<file path="src/inc/nvs_host_consts.svh">
// Purpose: timing constants for the nonvolatile sram host controller
// Assumes: 125 MHz clock, 8 ns period
// Notes: times in ns as printed (restore time in us), cycle counts derived from them
`ifndef NVS_HOST_CONSTS_SVH
`define NVS_HOST_CONSTS_SVH
`define CLK_PERIOD_NS 8
// least times round up, longest times round down
`define RC_MIN_NS 45
`define RC_CYC ((`RC_MIN_NS + `CLK_PERIOD_NS - 1) / `CLK_PERIOD_NS)
`define PWE_MIN_NS 30
`define PWE_CYC ((`PWE_MIN_NS + `CLK_PERIOD_NS - 1) / `CLK_PERIOD_NS)
`define HW_SAVE_PULSE_MIN_NS 15
`define HW_SAVE_PULSE_CYC \
   ((`HW_SAVE_PULSE_MIN_NS + `CLK_PERIOD_NS - 1) / `CLK_PERIOD_NS)
`define HW_SAVE_BUSY_DELAY_NS 300
`define HW_SAVE_BUSY_CYC (`HW_SAVE_BUSY_DELAY_NS / `CLK_PERIOD_NS)
`define INHIBIT_RELEASE_DELAY_NS 700
`define INHIBIT_RELEASE_CYC \
   (`INHIBIT_RELEASE_DELAY_NS / `CLK_PERIOD_NS)
`define POWERUP_RESTORE_TIME_US 550
`define POWERUP_RESTORE_CYC \
   (`POWERUP_RESTORE_TIME_US * 1000 / `CLK_PERIOD_NS)
`define SW_SEQ_LEN 6
`define CNT_W 17
`endif

</file>
<file path="src/inc/nvs_host_pkg.sv">
// Purpose: types for the nonvolatile sram host controller
// Assumes: nothing
// Notes: one-hot state codes
package nvs_host_pkg;
   typedef enum logic [7:0] {
      ST_BOOT  = 8'h01,
      ST_IDLE  = 8'h02,
      ST_SETUP = 8'h04,
      ST_STRB  = 8'h08,
      ST_GAP   = 8'h10,
      ST_HWPLS = 8'h20,
      ST_HWBSY = 8'h40,
      ST_HWREC = 8'h80
   } state_t;
   typedef enum logic [1:0] {
      OP_READ = 2'h0,
      OP_WRITE = 2'h1,
      OP_SWSEQ = 2'h2,
      OP_HWSAVE = 2'h3
   } op_t;
endpackage

</file>
<file path="src/nvs_pin_sync.sv">
// Purpose: two-flop synchroniser for pin inputs
// Assumes: inputs asynchronous to CLK
// Notes: first stage is read only by the second
`timescale 1ns/1ns
module nvs_pin_sync #(
   parameter int W = 1
) (
   input wire logic clk,
   input wire logic rst_n,
   input wire logic [W-1:0] async_in,
   output logic [W-1:0] sync_out
);
   logic [W-1:0] meta_q;
   always_ff @(posedge clk or negedge rst_n)
   begin
      if (!rst_n)
      begin
         meta_q <= '1;
         sync_out <= '1;
      end
      else
      begin
         meta_q <= async_in;
         sync_out <= meta_q;
      end
   end
endmodule

</file>
<file path="src/nvs_host_ctrl.sv">
// Purpose: host-side controller driving a 32K x 8 sram with nv shadow
// Assumes: 125 MHz CLK, device pins asynchronous, slowest speed grade
// Notes: one request at a time; busy line is open drain
`timescale 1ns/1ns
`include "nvs_host_consts.svh"
module nvs_host_ctrl #(
   parameter int AW = 15,
   parameter int DW = 8,
   parameter int RESTORE_CYC = `POWERUP_RESTORE_CYC,
   parameter logic [6*AW-1:0] SEQ_ADDRS = '0
) (
   // clock and reset
   input wire logic CLK,
   input wire logic RSTN,
   // user request
   input wire logic REQ_VALID,
   input wire nvs_host_pkg::op_t REQ_OP,
   input wire logic [AW-1:0] REQ_ADDR,
   input wire logic [DW-1:0] REQ_WDATA,
   output logic REQ_READY,
   output logic RSP_VALID,
   output logic [DW-1:0] RSP_RDATA,
   // device pins
   output logic [AW-1:0] MEM_ADDR,
   output logic CHIP_SEL_N,
   output logic OUT_EN_N,
   output logic WRITE_EN_N,
   input wire logic [DW-1:0] DQ_IN,
   output logic [DW-1:0] DQ_OUT,
   output logic DQ_OE,
   input wire logic STORE_BUSY_LINE_N_IN,
   output logic STORE_BUSY_LINE_N_OE
);
   nvs_host_pkg::state_t st_q, st_d;
   logic [`CNT_W-1:0] cnt_q, cnt_d;
   logic [2:0] step_q, step_d;
   nvs_host_pkg::op_t op_q;
   logic [DW-1:0] dq_s;
   logic busy_s;
   logic cnt_done, seq_last, take;
   logic [AW-1:0] seq_addr;

   // -----------------------------------------
   // pin synchronisers
   // -----------------------------------------
   nvs_pin_sync #(.W(DW + 1)) u_sync (
      .clk(CLK),
      .rst_n(RSTN),
      .async_in({STORE_BUSY_LINE_N_IN, DQ_IN}),
      .sync_out({busy_s, dq_s})
   );

   function automatic logic [AW-1:0] seq_at(input logic [2:0] i);
      seq_at = SEQ_ADDRS[i*AW +: AW];
   endfunction

   // -----------------------------------------
   // decode
   // -----------------------------------------
   assign cnt_done = (cnt_q == '0);
   assign seq_last = (step_q == 3'(`SW_SEQ_LEN - 1));
   assign seq_addr = seq_at(step_q + 3'h1);
   // device holds off while busy line low, so do we
   assign take = REQ_VALID && REQ_READY && busy_s;

   always_comb
   begin
      st_d = st_q;
      cnt_d = cnt_done ? cnt_q : cnt_q - 1'b1;
      step_d = step_q;
      unique case (st_q)
         nvs_host_pkg::ST_BOOT:
            // first cycle after reset loads the restore wait
            if (step_q == '0)
               cnt_d = `CNT_W'(RESTORE_CYC);
            else if (cnt_done && busy_s)
               st_d = nvs_host_pkg::ST_IDLE;
         nvs_host_pkg::ST_IDLE:
            if (take)
            begin
               step_d = '0;
               if (REQ_OP == nvs_host_pkg::OP_HWSAVE)
               begin
                  st_d = nvs_host_pkg::ST_HWPLS;
                  cnt_d = `CNT_W'(`HW_SAVE_PULSE_CYC);
               end
               else
               begin
                  st_d = nvs_host_pkg::ST_SETUP;
                  cnt_d = '0;
               end
            end
         nvs_host_pkg::ST_SETUP:
         begin
            st_d = nvs_host_pkg::ST_STRB;
            cnt_d = `CNT_W'(`RC_CYC - 1);
         end
         nvs_host_pkg::ST_STRB:
            if (cnt_done)
               st_d = nvs_host_pkg::ST_GAP;
         nvs_host_pkg::ST_GAP:
            if (op_q == nvs_host_pkg::OP_SWSEQ && !seq_last)
            begin
               step_d = step_q + 3'h1;
               st_d = nvs_host_pkg::ST_SETUP;
            end
            else
               st_d = nvs_host_pkg::ST_IDLE;
         nvs_host_pkg::ST_HWPLS:
            if (cnt_done)
            begin
               st_d = nvs_host_pkg::ST_HWBSY;
               cnt_d = `CNT_W'(`HW_SAVE_BUSY_CYC + 2);
            end
         nvs_host_pkg::ST_HWBSY:
            // no save needed: line never goes low, give up after wait
            if (busy_s && cnt_done)
            begin
               st_d = nvs_host_pkg::ST_HWREC;
               cnt_d = `CNT_W'(`INHIBIT_RELEASE_CYC + 1);
            end
            // our own pulse echoes through the synchroniser at first
            else if (!busy_s && cnt_q <= `CNT_W'(`HW_SAVE_BUSY_CYC))
               cnt_d = '0;
         nvs_host_pkg::ST_HWREC:
            // recovery timed only once the save has ended
            if (!busy_s)
               st_d = nvs_host_pkg::ST_HWBSY;
            else if (cnt_done)
               st_d = nvs_host_pkg::ST_IDLE;
      endcase
   end

   always_ff @(posedge CLK or negedge RSTN)
   begin
      if (!RSTN)
      begin
         st_q <= nvs_host_pkg::ST_BOOT;
         cnt_q <= '0;
         step_q <= '0;
         op_q <= nvs_host_pkg::OP_READ;
      end
      else
      begin
         st_q <= st_d;
         cnt_q <= cnt_d;
         step_q <= (st_q == nvs_host_pkg::ST_BOOT) ? 3'h1 : step_d;
         if (take)
            op_q <= REQ_OP;
      end
   end

   // -----------------------------------------
   // pin drive
   // -----------------------------------------
   always_ff @(posedge CLK or negedge RSTN)
   begin
      if (!RSTN)
      begin
         MEM_ADDR <= '0;
         CHIP_SEL_N <= 1'b1;
         OUT_EN_N <= 1'b1;
         WRITE_EN_N <= 1'b1;
         DQ_OUT <= '0;
         DQ_OE <= 1'b0;
         STORE_BUSY_LINE_N_OE <= 1'b0;
         REQ_READY <= 1'b0;
         RSP_VALID <= 1'b0;
         RSP_RDATA <= '0;
      end
      else
      begin
         // ready drops while the device holds the busy line low
         REQ_READY <= (st_d == nvs_host_pkg::ST_IDLE) && busy_s;
         RSP_VALID <= 1'b0;
         // address moves only with select high
         if (take)
            MEM_ADDR <= (REQ_OP == nvs_host_pkg::OP_SWSEQ) ?
                        seq_at(3'h0) : REQ_ADDR;
         else if (st_q == nvs_host_pkg::ST_GAP && st_d ==
                  nvs_host_pkg::ST_SETUP)
            MEM_ADDR <= seq_addr;
         if (take && REQ_OP == nvs_host_pkg::OP_WRITE)
            DQ_OUT <= REQ_WDATA;
         // one select fall per step, so no double clock
         CHIP_SEL_N <= (st_d != nvs_host_pkg::ST_STRB);
         OUT_EN_N <= !(st_d == nvs_host_pkg::ST_STRB &&
                       op_q != nvs_host_pkg::OP_WRITE);
         // strobe low only after select, high in reads and sequence
         WRITE_EN_N <= !(st_d == nvs_host_pkg::ST_STRB &&
                         op_q == nvs_host_pkg::OP_WRITE &&
                         st_q == nvs_host_pkg::ST_STRB);
         DQ_OE <= (st_d == nvs_host_pkg::ST_STRB &&
                   op_q == nvs_host_pkg::OP_WRITE);
         // busy line driven only for the hardware save pulse
         STORE_BUSY_LINE_N_OE <= (st_d == nvs_host_pkg::ST_HWPLS);
         if (st_q == nvs_host_pkg::ST_GAP &&
             op_q != nvs_host_pkg::OP_WRITE)
         begin
            RSP_RDATA <= dq_s;
         end
         if (st_q == nvs_host_pkg::ST_GAP &&
             st_d == nvs_host_pkg::ST_IDLE)
            RSP_VALID <= 1'b1;
      end
   end

   // -----------------------------------------
   // checks
   // -----------------------------------------
   a_read_we_high: assert property (@(posedge CLK) disable iff (!RSTN)
      (!CHIP_SEL_N && op_q != nvs_host_pkg::OP_WRITE) |->
      (WRITE_EN_N && !STORE_BUSY_LINE_N_OE))
      else $error("write strobe or busy low in read");
   a_write_no_busy: assert property (@(posedge CLK) disable iff (!RSTN)
      !CHIP_SEL_N |-> !STORE_BUSY_LINE_N_OE)
      else $error("busy line driven during access");
   a_addr_stable: assert property (@(posedge CLK) disable iff (!RSTN)
      $changed(MEM_ADDR) |-> (CHIP_SEL_N || WRITE_EN_N))
      else $error("address moved while selected and writing");
   a_step_width: assert property (@(posedge CLK) disable iff (!RSTN)
      $fell(CHIP_SEL_N) |-> !CHIP_SEL_N [*6])
      else $error("select step shorter than cycle time");
   a_hw_pulse: assert property (@(posedge CLK) disable iff (!RSTN)
      $rose(STORE_BUSY_LINE_N_OE) |-> STORE_BUSY_LINE_N_OE [*2])
      else $error("hardware save pulse too short");
   a_busy_wait: assert property (@(posedge CLK) disable iff (!RSTN)
      (!busy_s && st_q != nvs_host_pkg::ST_HWPLS) |-> !take)
      else $error("request taken while device busy");
   a_seq_we: assert property (@(posedge CLK) disable iff (!RSTN)
      (op_q == nvs_host_pkg::OP_SWSEQ && !CHIP_SEL_N) |-> WRITE_EN_N)
      else $error("write strobe low in command sequence");
   a_rec_wait: assert property (@(posedge CLK) disable iff (!RSTN)
      (st_q == nvs_host_pkg::ST_HWREC && $past(st_q) ==
       nvs_host_pkg::ST_HWBSY) |-> $past(busy_s))
      else $error("recovery began before save ended");
endmodule

</file>
<file path="config.mk">
export PLATFORM = sky130hd
export DESIGN_NAME = nvs_host_ctrl
export DESIGN_NICKNAME = d
export VERILOG_FILES = /design/src/inc/nvs_host_pkg.sv /design/src/nvs_pin_sync.sv /design/src/nvs_host_ctrl.sv
export VERILOG_INCLUDE_DIRS = /design/src /design/src/inc
export SDC_FILE = /design/constraint.sdc
export NUM_CORES = 1
export LEC_CHECK = 0
export ABC_AREA = 1
export BUFFER_PORTS_ARGS = -buffer_cell sky130_fd_sc_hd__buf_2
export CORE_MARGIN = 8
export CORE_UTILIZATION = 60
export CTS_CLUSTER_DIAMETER = 60
export CTS_CLUSTER_SIZE = 14
export DETAILED_ROUTE_END_ITERATION = 8
export GPL_ROUTABILITY_DRIVEN = 0
export PLACE_DENSITY = 0.85
export SYNTH_ARGS = -nofsm -noshare
export SYNTH_HDL_FRONTEND = slang
export SYNTH_SLANG_ARGS = --single-unit
</file>
<file path="constraint.sdc">
create_clock -name CLK -period 4.6 [get_ports CLK]
set_input_delay 0 -clock CLK [delete_from_list [all_inputs] [get_ports CLK]]
set_output_delay 0 -clock CLK [all_outputs]
set_load 0.1 [all_outputs]
</file>
==> summary.txt, run 1 <==
Detailed routing
  – TritonRoute pass-1 iters: 5
  – Antenna viol nets, final: 0
  – Via count: 3364
  – Initial DRC count: roughly 300
  – WL per Instance: 16.7 µm
  – Final WL: 10300 µm
  – # DRC: 0
  – Mean number of vias per cell: 5.46

Clock network
  – Clock Sinks: 86
  – Clock Latency Late Sink: 0.36 ns
  – Bufs on Longest Clock Path: 2
  – Reg clk slew, reported paths: around 0.10 ns
  – Clk root buf: clkbuf_8
  – TritonCTS buffer count: 9
  – Post-cts resize count: 0
  – CTS tree: yes
  – H-tree lvl count: 3

Power
  – Leak: 2.67 nW
  – Cell Pwr Density: 276 nW/µm²
  – Worst IR Drop VDD: 0.253 mV
  – Overall Power: 1.39 mW

Finish
  – Syn-to-layout area delta: 24.7%
  – # diodes: 0
  – Share of layout cells above drive strength 1: 31.0%
  – Nets: 574
  – Finished Core Util: between 70% and 80%

Synthesis
  – Syn Inst Count: approximately 420
  – Syn nets: 461
  – Synth area leaders: dfrtp_1, dfstp_2, nand2_1
  – Xor and xnor area share after synthesis: 3.03%
  – Netlist cell types: 37
  – Synth Area in Simple Gates: 28.3%
  – Largest family of logic cells by synthesized area: simple AND/OR/NAND/NOR gates
  – Multiplexer share of the synthesized area: 4.45%
  – Number of synthesized register bits: 86
  – Yosys top cell area share: roughly two fifths
  – Post-synthesis area per instance: 9.69 µm²
  – Post-synthesis adder-cell area fraction: 1.85%
  – Synth warn: 0
  – Post-Syn Area: slightly above 4000 µm²
  – Yosys top cell by area: dfrtp_1
  – Post-synthesis sequential area ratio: between 50% and 60%
  – Post-synthesis compound-gate area fraction: roughly 3.0%

Critical path
  – CP Cell Sequence: nand3_2 > inv_1 > nand2_1 > nor2_1 > inv_1 > o21ai_0 > a21oi_2 > nand2_1 > nor2_1 > nand4_1 > nor2_1
  – Crit path buf inv count: 2
  – Req. time, crit path: 4.85 ns
  – Crit path from: u_sync.sync_out[8]
  – Crit-path leading delay family: simple AND/OR/NAND/NOR gates
  – Reg-to-reg critical path startpoint: u_sync.sync_out[8]
  – R2r setup slk: 2.03 ns
  – Worst r2r dst: REQ_READY
  – Cell mode on critical path: nor2_1
  – R2R cell count: 11
  – Slowest stage delay, CP: 0.65 ns
  – Crit path kind: register to register
  – Slowest CP cell: dfstp_2
  – Crit Path Max Fanout: 21
  – Startpoint types: register
  – Critical Path AT: 2.82 ns
  – Critical Path End Type: register

Hold path
  – Hold Crit Start: REQ_VALID
  – Min-Delay Endpoint: MEM_ADDR[11]
  – Worst Hold Class: input port to register
  – Worst Hold Depth: 4

STA
  – RSZ-0062 raised after global routing: false
  – Worst-Margin Slew: 1.05 ns
  – Hold slack: 0.215 ns
  – Setup violators final: 0
  – Fmax: roughly 0.4 GHz
  – Fin. max-slew vios: 0
  – Fin. Hold Viols: 0
  – Setup_tns: 0 ns
  – Tmin final: 2.57 ns
  – Skew final: 0.0167 ns
  – Final period utilization: 55.9%
  – Slew headroom: 29.8%

Floorplan
  – Row count: 30
  – I/O pins: 75
  – Die Ht: 98.1 µm
  – Initial Util: around three fifths
  – Full die area: ~9600 µm²
  – CORE AREA: 6640 µm²
  – Die Width: 98.1 µm

GRT
  – GRT Util Overall: 22.6%
  – Global-route wire length before repair: 17300 µm
  – Grt ovf: 0
  – Initial antenna violation count: 0
  – Vias in the first global route: 3637
  – Largest net degree at the start of global routing: 87

Placed design
  – DP HPWL: between 6000 and 7000 µm
  – Port bufs: 74

Job
  – Max_cap viols: 0

Outcome
  – Status: completed
==> stage by stage <==
stage | instance area, µm² | instances | setup slack (ns)
floorplan | 4050 | 418 | 2.36
global placement | 4480 | 565 | 2.23
global route | 5050 | 616 | 1.79
detailed placement | 4480 | 565 | 2.16
finish | 5050 | 616 | 2.03
CTS | 5050 | 616 | 2.14
==> synthesized netlist by cell type, drive strengths merged <==
master   n
nor3     4
o211ai   2
nand3b   3
clkbuf   3
o21ai   10
a31oi    1
xor2    11
a221oi   1
nand4    7
nand3   53
or2      2
a21oi    5
o21a     1
nand2   80
mux2    16
nor2    69
xnor2    3
buf      4
dfrtp   64
ha       6
inv     48
o22ai    1
nor4     2
dfstp   22
==> registers in the layout, summed over array words and instances, names as in the netlist, 2 cells and up <==
register and cells:
cnt_q 17, MEM_ADDR 15, u_sync.meta_q 9, u_sync.sync_out 9, DQ_OUT 8, RSP_RDATA 8, st_q 8, step_q 3
op_q 2
==> placed cells by master, fill, tap and decap left out, types with 2 or more instances in the layout <==
| cell type | netlist | final |
|---|---|---|
| nor3_1 | 4 | 4 |
| nand3_2 | 3 | 3 |
| nand3b_1 | 3 | 3 |
| o21ai_0 | 10 | 10 |
| nand2_4 | 3 | 3 |
| inv_6 | 0 | 2 |
| buf_2 | 0 | 73 |
| clkbuf_8 | 0 | 10 |
| o211ai_1 | 2 | 2 |
| xnor2_1 | 3 | 3 |
| nor2_4 | 6 | 6 |
| nand2_2 | 5 | 5 |
| nand3_4 | 2 | 2 |
| nor2_8 | 3 | 3 |
| ha_1 | 6 | 6 |
| clkbuf_16 | 0 | 2 |
| nand2_1 | 72 | 72 |
| nor2_2 | 11 | 11 |
| inv_1 | 46 | 46 |
| mux2_2 | 16 | 16 |
| xor2_1 | 11 | 11 |
| nand3_1 | 48 | 48 |
| a21oi_1 | 4 | 4 |
| nor4_1 | 2 | 2 |
| dlygate4sd3_1 | 0 | 35 |
| dfstp_2 | 22 | 22 |
| nor2_1 | 49 | 49 |
| nand4_1 | 6 | 6 |
| dfrtp_1 | 64 | 64 |
| inv_2 | 2 | 2 |
==> cells by family (layout without fill, tap and decap cells) <==
logic type	Yosys count	after routing
AO/OA/AOI/OAI	21	21
XOR/XNOR	14	14
adder cells (fa/ha/maj)	6	6
buffers and inverters	55	173
flip-flops	86	86
multiplexers	16	16
AND/OR/NAND/NOR	220	220
==> where the power goes <==
group | total (mW) | leakage, nW | internal [mW] | switching (mW)
logic | 0.0578 | 1.54 | 0.0307 | 0.0271
clock network | 0.561 | 0.114 | 0.281 | 0.280
registers | 0.773 | 1.02 | 0.770 | 0.00343
total | 1.39 | 2.67 | 1.08 | 0.311
==> how the worst max path moves through the flow <==
stage,end,slack [ns],cells after the start
after global routing,REQ_READY,1.79,10
after floorplan,DQ_OUT[0],2.36,6
after detailed placement,DQ_OUT[2],2.16,5
after global placement,DQ_OUT[3],2.23,5
after CTS,DQ_OUT[3],2.14,5
final,REQ_READY,2.03,11
==> what timing repair did <==
| item | CTS | global route |
|---|---|---|
| hold buffers | 35 | 0 |
| setup buffers | 0 | 0 |
| hold endpoints to repair | 98 | 0 |
==> tightest hold or removal path: cells and delay by family <==
family / cells / cell delay [ns]
buffers and inverters: 1 / 0.11
AND/OR/NAND/NOR: 3 / 0.44
==> metal layers <==
layer / GRT usage [%] / wire, µm / vias to the layer above
met5: 0 / 0 / -
met4: 12.4 / 405 / 0
met3: 7.11 / 900 / 43
met2: 38.3 / 5050 / 156
met1: 24.8 / 3960 / 1598
li1: - / - / 1567
==> area by class of cell <==
class / count / area (µm²)
flip-flops and latches: 86 / 2180
multi-input cells: 277 / 1650
fillers: 446 / 1590
repair buffers: 109 / 723
clock buffers: 12 / 188
inverters: 48 / 180
well taps: 80 / 100
clock inverters: 4 / 31.3
(Power assumes the default switching activity.)
==> run 2: changes to the inputs <==
- CORE_UTILIZATION: 60 -> 55
- PLACE_DENSITY: 0.85 -> 0.79
- clock period: 4.6 -> 2.6 ns (I/O delays scaled with it)
==> run 2 against run 1 <==
Against the previous run:
- utilization shrank 5.2 points
- register-to-register slack lost 1.5 ns
- critical endpoint unchanged
- largest cell class unchanged
- largest power group unchanged
- count of clock-buffer cells in the layout shrank 3
- first-iteration DRC count shrank 25%
- sequential cell count is the same
- clock power grew 65%
- combinational power grew 73%
- total power grew 72%
==> summary.txt, run 2 (synthesized netlist as in run 1, its figures left out) <==
Detailed routing
  – Antenna viol nets, final: 0 (unchanged)
  – Final WL: 9680 µm (-6.2%)
  – Via count: 3329 (-1.0%)
  – # DRC: 0 (unchanged)
  – Mean number of vias per cell: 5.22 (-4.5%)
  – TritonRoute pass-1 iters: 5 (unchanged)
  – WL per Instance: 15.2 µm (-9.4%)
  – Initial DRC count: 219 (-25%)

Critical path
  – Crit-path leading delay family: simple AND/OR/NAND/NOR gates
  – Critical Path End Type: register
  – Req. time, crit path: 2.90 ns (-1.95 ns)
  – Slowest CP cell: dfrtp_1
  – CP Cell Sequence: inv_1 > ha_1 > nand2_4 > nor2_8 > nand3_4 > nand3_1 > nand2_1 > inv_1 > nand2_1 > nor2_1 > nand4_1 > nor2_1
  – Startpoint types: register
  – Crit Path Max Fanout: 13 (-38%)
  – Slowest stage delay, CP: 0.42 ns (-0.23 ns)
  – Crit path buf inv count: 2 (unchanged)
  – Crit path kind: register to register
  – Critical Path AT: 2.33 ns (-0.49 ns)

Clock network
  – CTS tree: yes
  – H-tree lvl count: 3 (unchanged)
  – Post-cts resize count: 0 (unchanged)
  – Setup bufs post-CTS: 0 (unchanged)
  – Bufs on Longest Clock Path: 2 (unchanged)
  – Clock Latency Late Sink: 0.37 ns (about the same)
  – Reg clk slew, reported paths: 0.09 ns (about the same)
  – Hold_buf cts: 35 (unchanged)
  – Clock Sinks: 86 (unchanged)
  – TritonCTS buffer count: 9 (unchanged)
  – Clk root buf: clkbuf_8

Finish
  – Finished Core Util: 70.8% (-5.2 points)
  – Share of layout cells above drive strength 1: 31.4% (+0.38 points)
  – Largest register FFs: 17 (unchanged)
  – Largest Register: cnt_q
  – Nets: 577 (+0.52%)
  – Commonest non-fill, non-tap cells in the layout: buf_2, nand2_1, dfrtp_1
  – Commonest non-fill, non-tap cell in the layout: buf_2
  – Regs by FF count: cnt_q x17, MEM_ADDR x15
  – # diodes: 0 (unchanged)
  – Syn-to-layout area delta: 25.5%

Floorplan
  – Die Ht: 102 µm (+3.7%)
  – I/O pins: 75 (unchanged)
  – CORE AREA: 7180 µm² (+8.0%)
  – Die Width: 102 µm (+3.7%)
  – Full die area: 10400 µm² (+7.6%)
  – Initial Util: 56.4% (-4.5 points)
  – Row count: 31 (+3.3%)

STA
  – Skew final: 0.0117 ns (-0.00505 ns)
  – Setup violators final: 0 (unchanged)
  – RSZ-0062 raised after global routing: false
  – Slew headroom: 30.7% (+0.86 points)
  – Worst-Margin Slew: 1.04 ns (-0.0129 ns)
  – Fmax: 0.492 GHz (+27%)
  – Fin. max-slew vios: 0 (unchanged)
  – Setup_tns: 0 ns (unchanged)
  – Final period utilization: 78.1% (+22 points)
  – Tmin final: 2.03 ns (-0.539 ns)
  – Fin. Hold Viols: 0 (unchanged)

GRT
  – Initial antenna violation count: 0 (unchanged)
  – Vias in the first global route: 3452 (-5.1%)
  – Largest net degree at the start of global routing: 87 (unchanged)
  – Global-route wire length before repair: 16600 µm (-3.8%)
  – GRT Util Overall: 20.6% (-2.0 points)
  – Grt ovf: 0 (unchanged)

Job
  – Max_cap viols: 0 (unchanged)

Power
  – Worst IR Drop VDD: 0.438 mV (+73%)
  – Cell Pwr Density: 472 nW/µm² (+71%)
  – Leak: 2.67 nW (+0.11%)

Outcome
  – Status: completed

Placed design
  – DP HPWL: 6790 µm (+6.1%)
  – Port bufs: 74 (unchanged)

Hold path
  – Worst Hold Class: input port to register
run 2: per-stage QoR:
step | worst slack (ns) | hold WS [ns] | cells | power (mW) | cell area (µm²)
6_report | 0.569 | 0.0711 | 638 | 2.40 | 5080
5_1_grt | 0.393 | 0.135 | 638 | 2.50 | 5080
4_1_cts | 0.555 | 0.0662 | 638 | 2.42 | 5080
3_5_place_dp | 0.572 | 0.106 | 587 | 1.45 | 4530
3_3_place_gp | 0.642 | 0.105 | 587 | 1.45 | 4530
2_1_floorplan | 0.361 | -0.296 | 418 | 1.40 | 4050
run 2: path summary, 6_finish.rpt:
kind	from	end	slack [ns]	cells after the start
setup / recovery	cnt_q[0]	REQ_READY	0.57	12
hold / removal	REQ_VALID	op_q[1]	0.07	4
setup reg to reg	cnt_q[0]	REQ_READY	0.57	12
hold reg to reg	u_sync.meta_q[2]	u_sync.sync_out[2]	0.36	0
max in group asynchronous	RSTN	RSP_RDATA[6]	1.58	2
min in group asynchronous	RSTN	cnt_q[6]	0.33	2
run 2: report_power, final:
group | switching (mW) | internal, mW | total [mW] | leakage (nW)
registers | 0.00602 | 1.36 | 1.37 | 1.02
logic | 0.0455 | 0.0542 | 0.0998 | 1.55
clock network | 0.551 | 0.378 | 0.928 | 0.101
total | 0.602 | 1.79 | 2.40 | 2.67
run 2: tightest hold or removal path: stages:
cell     delay [ns]
buf_2          0.09
nand3_2        0.08
inv_1          0.12
o21ai_0        0.09
run 2: layer usage:
metal  GRT usage, %  vias up  wire length [µm]
met5              0        -                 0
met4           9.74        0               257
met3           5.77       25               605
met2           34.0      126              4910
met1           24.2     1602              3900
li1               -     1576                 -
run 2: cell type report:
type                            instances  area (µm²)
Clock inverter                          7        78.8
Inverter                               48         180
Multi-Input combinational cell        277        1650
Sequential cell                        86        2180
Tap cell                               99         124
Timing Repair Buffer                  112         746
Clock buffer                            9         124
Fill cell                             528        2100
==> run 3: changes to the inputs <==
- CORE_UTILIZATION: 55 -> 50
- PLACE_DENSITY: 0.79 -> 0.76
- clock period: 2.6 -> 1.79 ns (I/O delays scaled with it)
==> run 3 against run 2 <==
Against the previous run:
- the run now ends with negative setup slack left
- non-clock buffer count increased by 54
- die area grew 8.4%
- combinational power grew 60%
- critical path type unchanged
- largest power group unchanged
- highest routed layer unchanged
==> summary.txt, run 3 (synthesized netlist as in run 1, its figures left out) <==
Placed design
  – Port bufs: 74 (unchanged)
  – DP HPWL: 7020 µm (+3.4%)
  – Post-Place Cells: 628 (+7.0%)
  – Dpl ws: -0.0513 ns (-0.623 ns)
  – Placed Area: 4820 µm² (+6.5%)

Finish
  – Largest Register: cnt_q
  – # diodes: 0 (unchanged)
  – Finished Core Util: 71.2% (+0.40 points)
  – Cell Count, Final, Fillers Out: 698 (+9.4%)
  – Design area: 5730 µm² (+13%)
  – Commonest non-fill, non-tap cells in the layout: buf_2, nand2_1, dfrtp_1
  – Regs by FF count: cnt_q x17, MEM_ADDR x15
  – Commonest non-fill, non-tap cell in the layout: buf_2
  – Largest register FFs: 17 (unchanged)
  – Syn-to-layout area delta: 41.6%
  – Nets: 631 (+9.4%)
  – Share of layout cells above drive strength 1: 45.4% (+14 points)

Floorplan
  – Full die area: 11200 µm² (+8.4%)
  – Initial Util: 50.3% (-6.1 points)
  – CORE AREA: 8050 µm² (+12%)
  – I/O pins: 75 (unchanged)
  – Row count: 33 (+6.5%)
  – Die Width: 106 µm (+4.1%)
  – Die Ht: 106 µm (+4.1%)

Clock network
  – CTS tree: yes
  – Clock Sinks: 86 (unchanged)
  – Clk root buf: clkbuf_8
  – Bufs on Longest Clock Path: 2 (unchanged)
  – Reg clk slew, reported paths: 0.10 ns (about the same)
  – Clock Latency Late Sink: 0.36 ns (about the same)
  – TritonCTS buffer count: 9 (unchanged)
  – H-tree lvl count: 3 (unchanged)

Critical path
  – Crit Path Max Fanout: 8 (-5)
  – Crit path kind: register to register
  – Critical Path AT: 2.10 ns (-0.23 ns)
  – CP Cell Sequence: nor2_1 > nand2_2 > nor2_8 > buf_4 > nand3_4 > nand2_1 > nor2_2 > nand2_1 > xor2_1 > nand2_1 > nand2_1 > inv_1
  – Req. time, crit path: 2.04 ns (-0.86 ns)
  – Slowest CP cell: dfrtp_1
  – Slowest stage delay, CP: 0.43 ns (about the same)
  – Critical Path End Type: register
  – Startpoint types: register
  – Cell mode on critical path: nand2_1

Power
  – Overall Power: 3.68 mW (+54%)
  – Leak: 2.99 nW (+12%)
  – Worst IR Drop VDD: 0.716 mV (+64%)
  – Cell Pwr Density: 643 nW/µm² (+36%)

Detailed routing
  – Mean number of vias per cell: 5.06 (-3.1%)
  – Via count: 3529 (+6.0%)
  – TritonRoute pass-1 iters: 4 (-1)
  – # DRC: 0 (unchanged)
  – WL per Instance: 16.1 µm (+6.3%)
  – Antenna viol nets, final: 0 (unchanged)
  – Initial DRC count: 243 (+11%)
  – Final WL: 11200 µm (+16%)

STA
  – Fin. max-slew vios: 0 (unchanged)
  – Fin. Hold Viols: 0 (unchanged)
  – Setup violators final: 4 (+4)
  – Hold slack: 0.0846 ns (+0.0135 ns)
  – Worst-Margin Slew: 0.584 ns (-0.456 ns)
  – Fmax: 0.540 GHz (+9.7%)
  – Skew final: 0.0132 ns (+0.00158 ns)
  – Setup_tns: -0.121 ns (-0.121 ns)
  – Fin worst setup slack: -0.0614 ns (-0.630 ns)
  – RSZ-0062 raised after global routing: true
  – Final period utilization: 103% (+25 points)
  – Slew headroom: 61.1% (+30 points)
  – Tmin final: 1.85 ns (-0.180 ns)

GRT
  – Largest net degree at the start of global routing: 47 (-46%)
  – Vias in the first global route: 3647 (+5.6%)
  – Grt ovf: 0 (unchanged)
  – Initial antenna violation count: 0 (unchanged)
  – Global-route wire length before repair: 17300 µm (+3.9%)
  – GRT Util Overall: 18.9% (-1.7 points)

Job
  – Max_cap viols: 0 (unchanged)

Hold path
  – Worst Hold Class: input port to register

Outcome
  – Status: finished, violations left
  – Failing checks: negative setup slack
==> run 3: cell count changes in the layout (fill, tap and decap cells not counted), moves of 6 or more <==
cell,change
buf_4,+52
dfrtp_1,-6
inv_1,-9
inv_2,+9
nand2_1,-10
nand2_2,+6
nor2_1,-13
nor2_4,+9
==> run 3: cell type report <==
cell class              instances  area [µm²]
repair buffers                166        1170
flip-flops and latches         86        2190
multi-input cells             277        1840
fillers                       563        2320
clock inverters                 6        95.1
inverters                      48         180
clock buffers                  10         128
well taps                     105         131
==> run 3: worst paths after layout <==
path                       depth (start not counted)                  to             start  slack [ns]
setup / recovery                                  12           cnt_q[11]         cnt_q[13]       -0.06
hold / removal                                     5             op_q[1]         REQ_VALID        0.08
setup reg to reg                                  12           cnt_q[11]         cnt_q[13]       -0.06
hold reg to reg                                    0  u_sync.sync_out[7]  u_sync.meta_q[7]        0.36
max in group asynchronous                          3    u_sync.meta_q[0]              RSTN        0.91
min in group asynchronous                          2            cnt_q[3]              RSTN        0.18
==> run 3: critical path: cells and delay by family (launching register included) <==
| family | cells | cell delay [ns] |
|---|---|---|
| xor+xnor | 1 | 0.19 |
| flops | 1 | 0.43 |
| simple gates | 9 | 0.97 |
| buf+inv | 2 | 0.16 |
==> run 3: routing by layer <==
layer  up-vias  share of wire, %  GRT usage, %
met2       115                53          32.6
li1       1680                 -             -
met4         0               2.6          7.24
met3        36               6.0          6.35
met1      1698                39          21.2
met5         -                 0             0
==> run 3: where the power goes <==
part	internal, mW	switching, mW
Combinational	0.0862	0.0733
Clock	0.802	0.737
Sequential	1.98	0.00806
==> run 3: repair_timing <==
| action | in CTS | in global routing |
|---|---|---|
| buffers inserted | 0 | 19 |
| hold buffers | 35 | 0 |
| pin swaps | 0 | 35 |
| endpoints found under the hold margin | 67 | 0 |
| endpoints found under the setup margin | 12 | 28 |
| resized for setup | 9 | 54 |
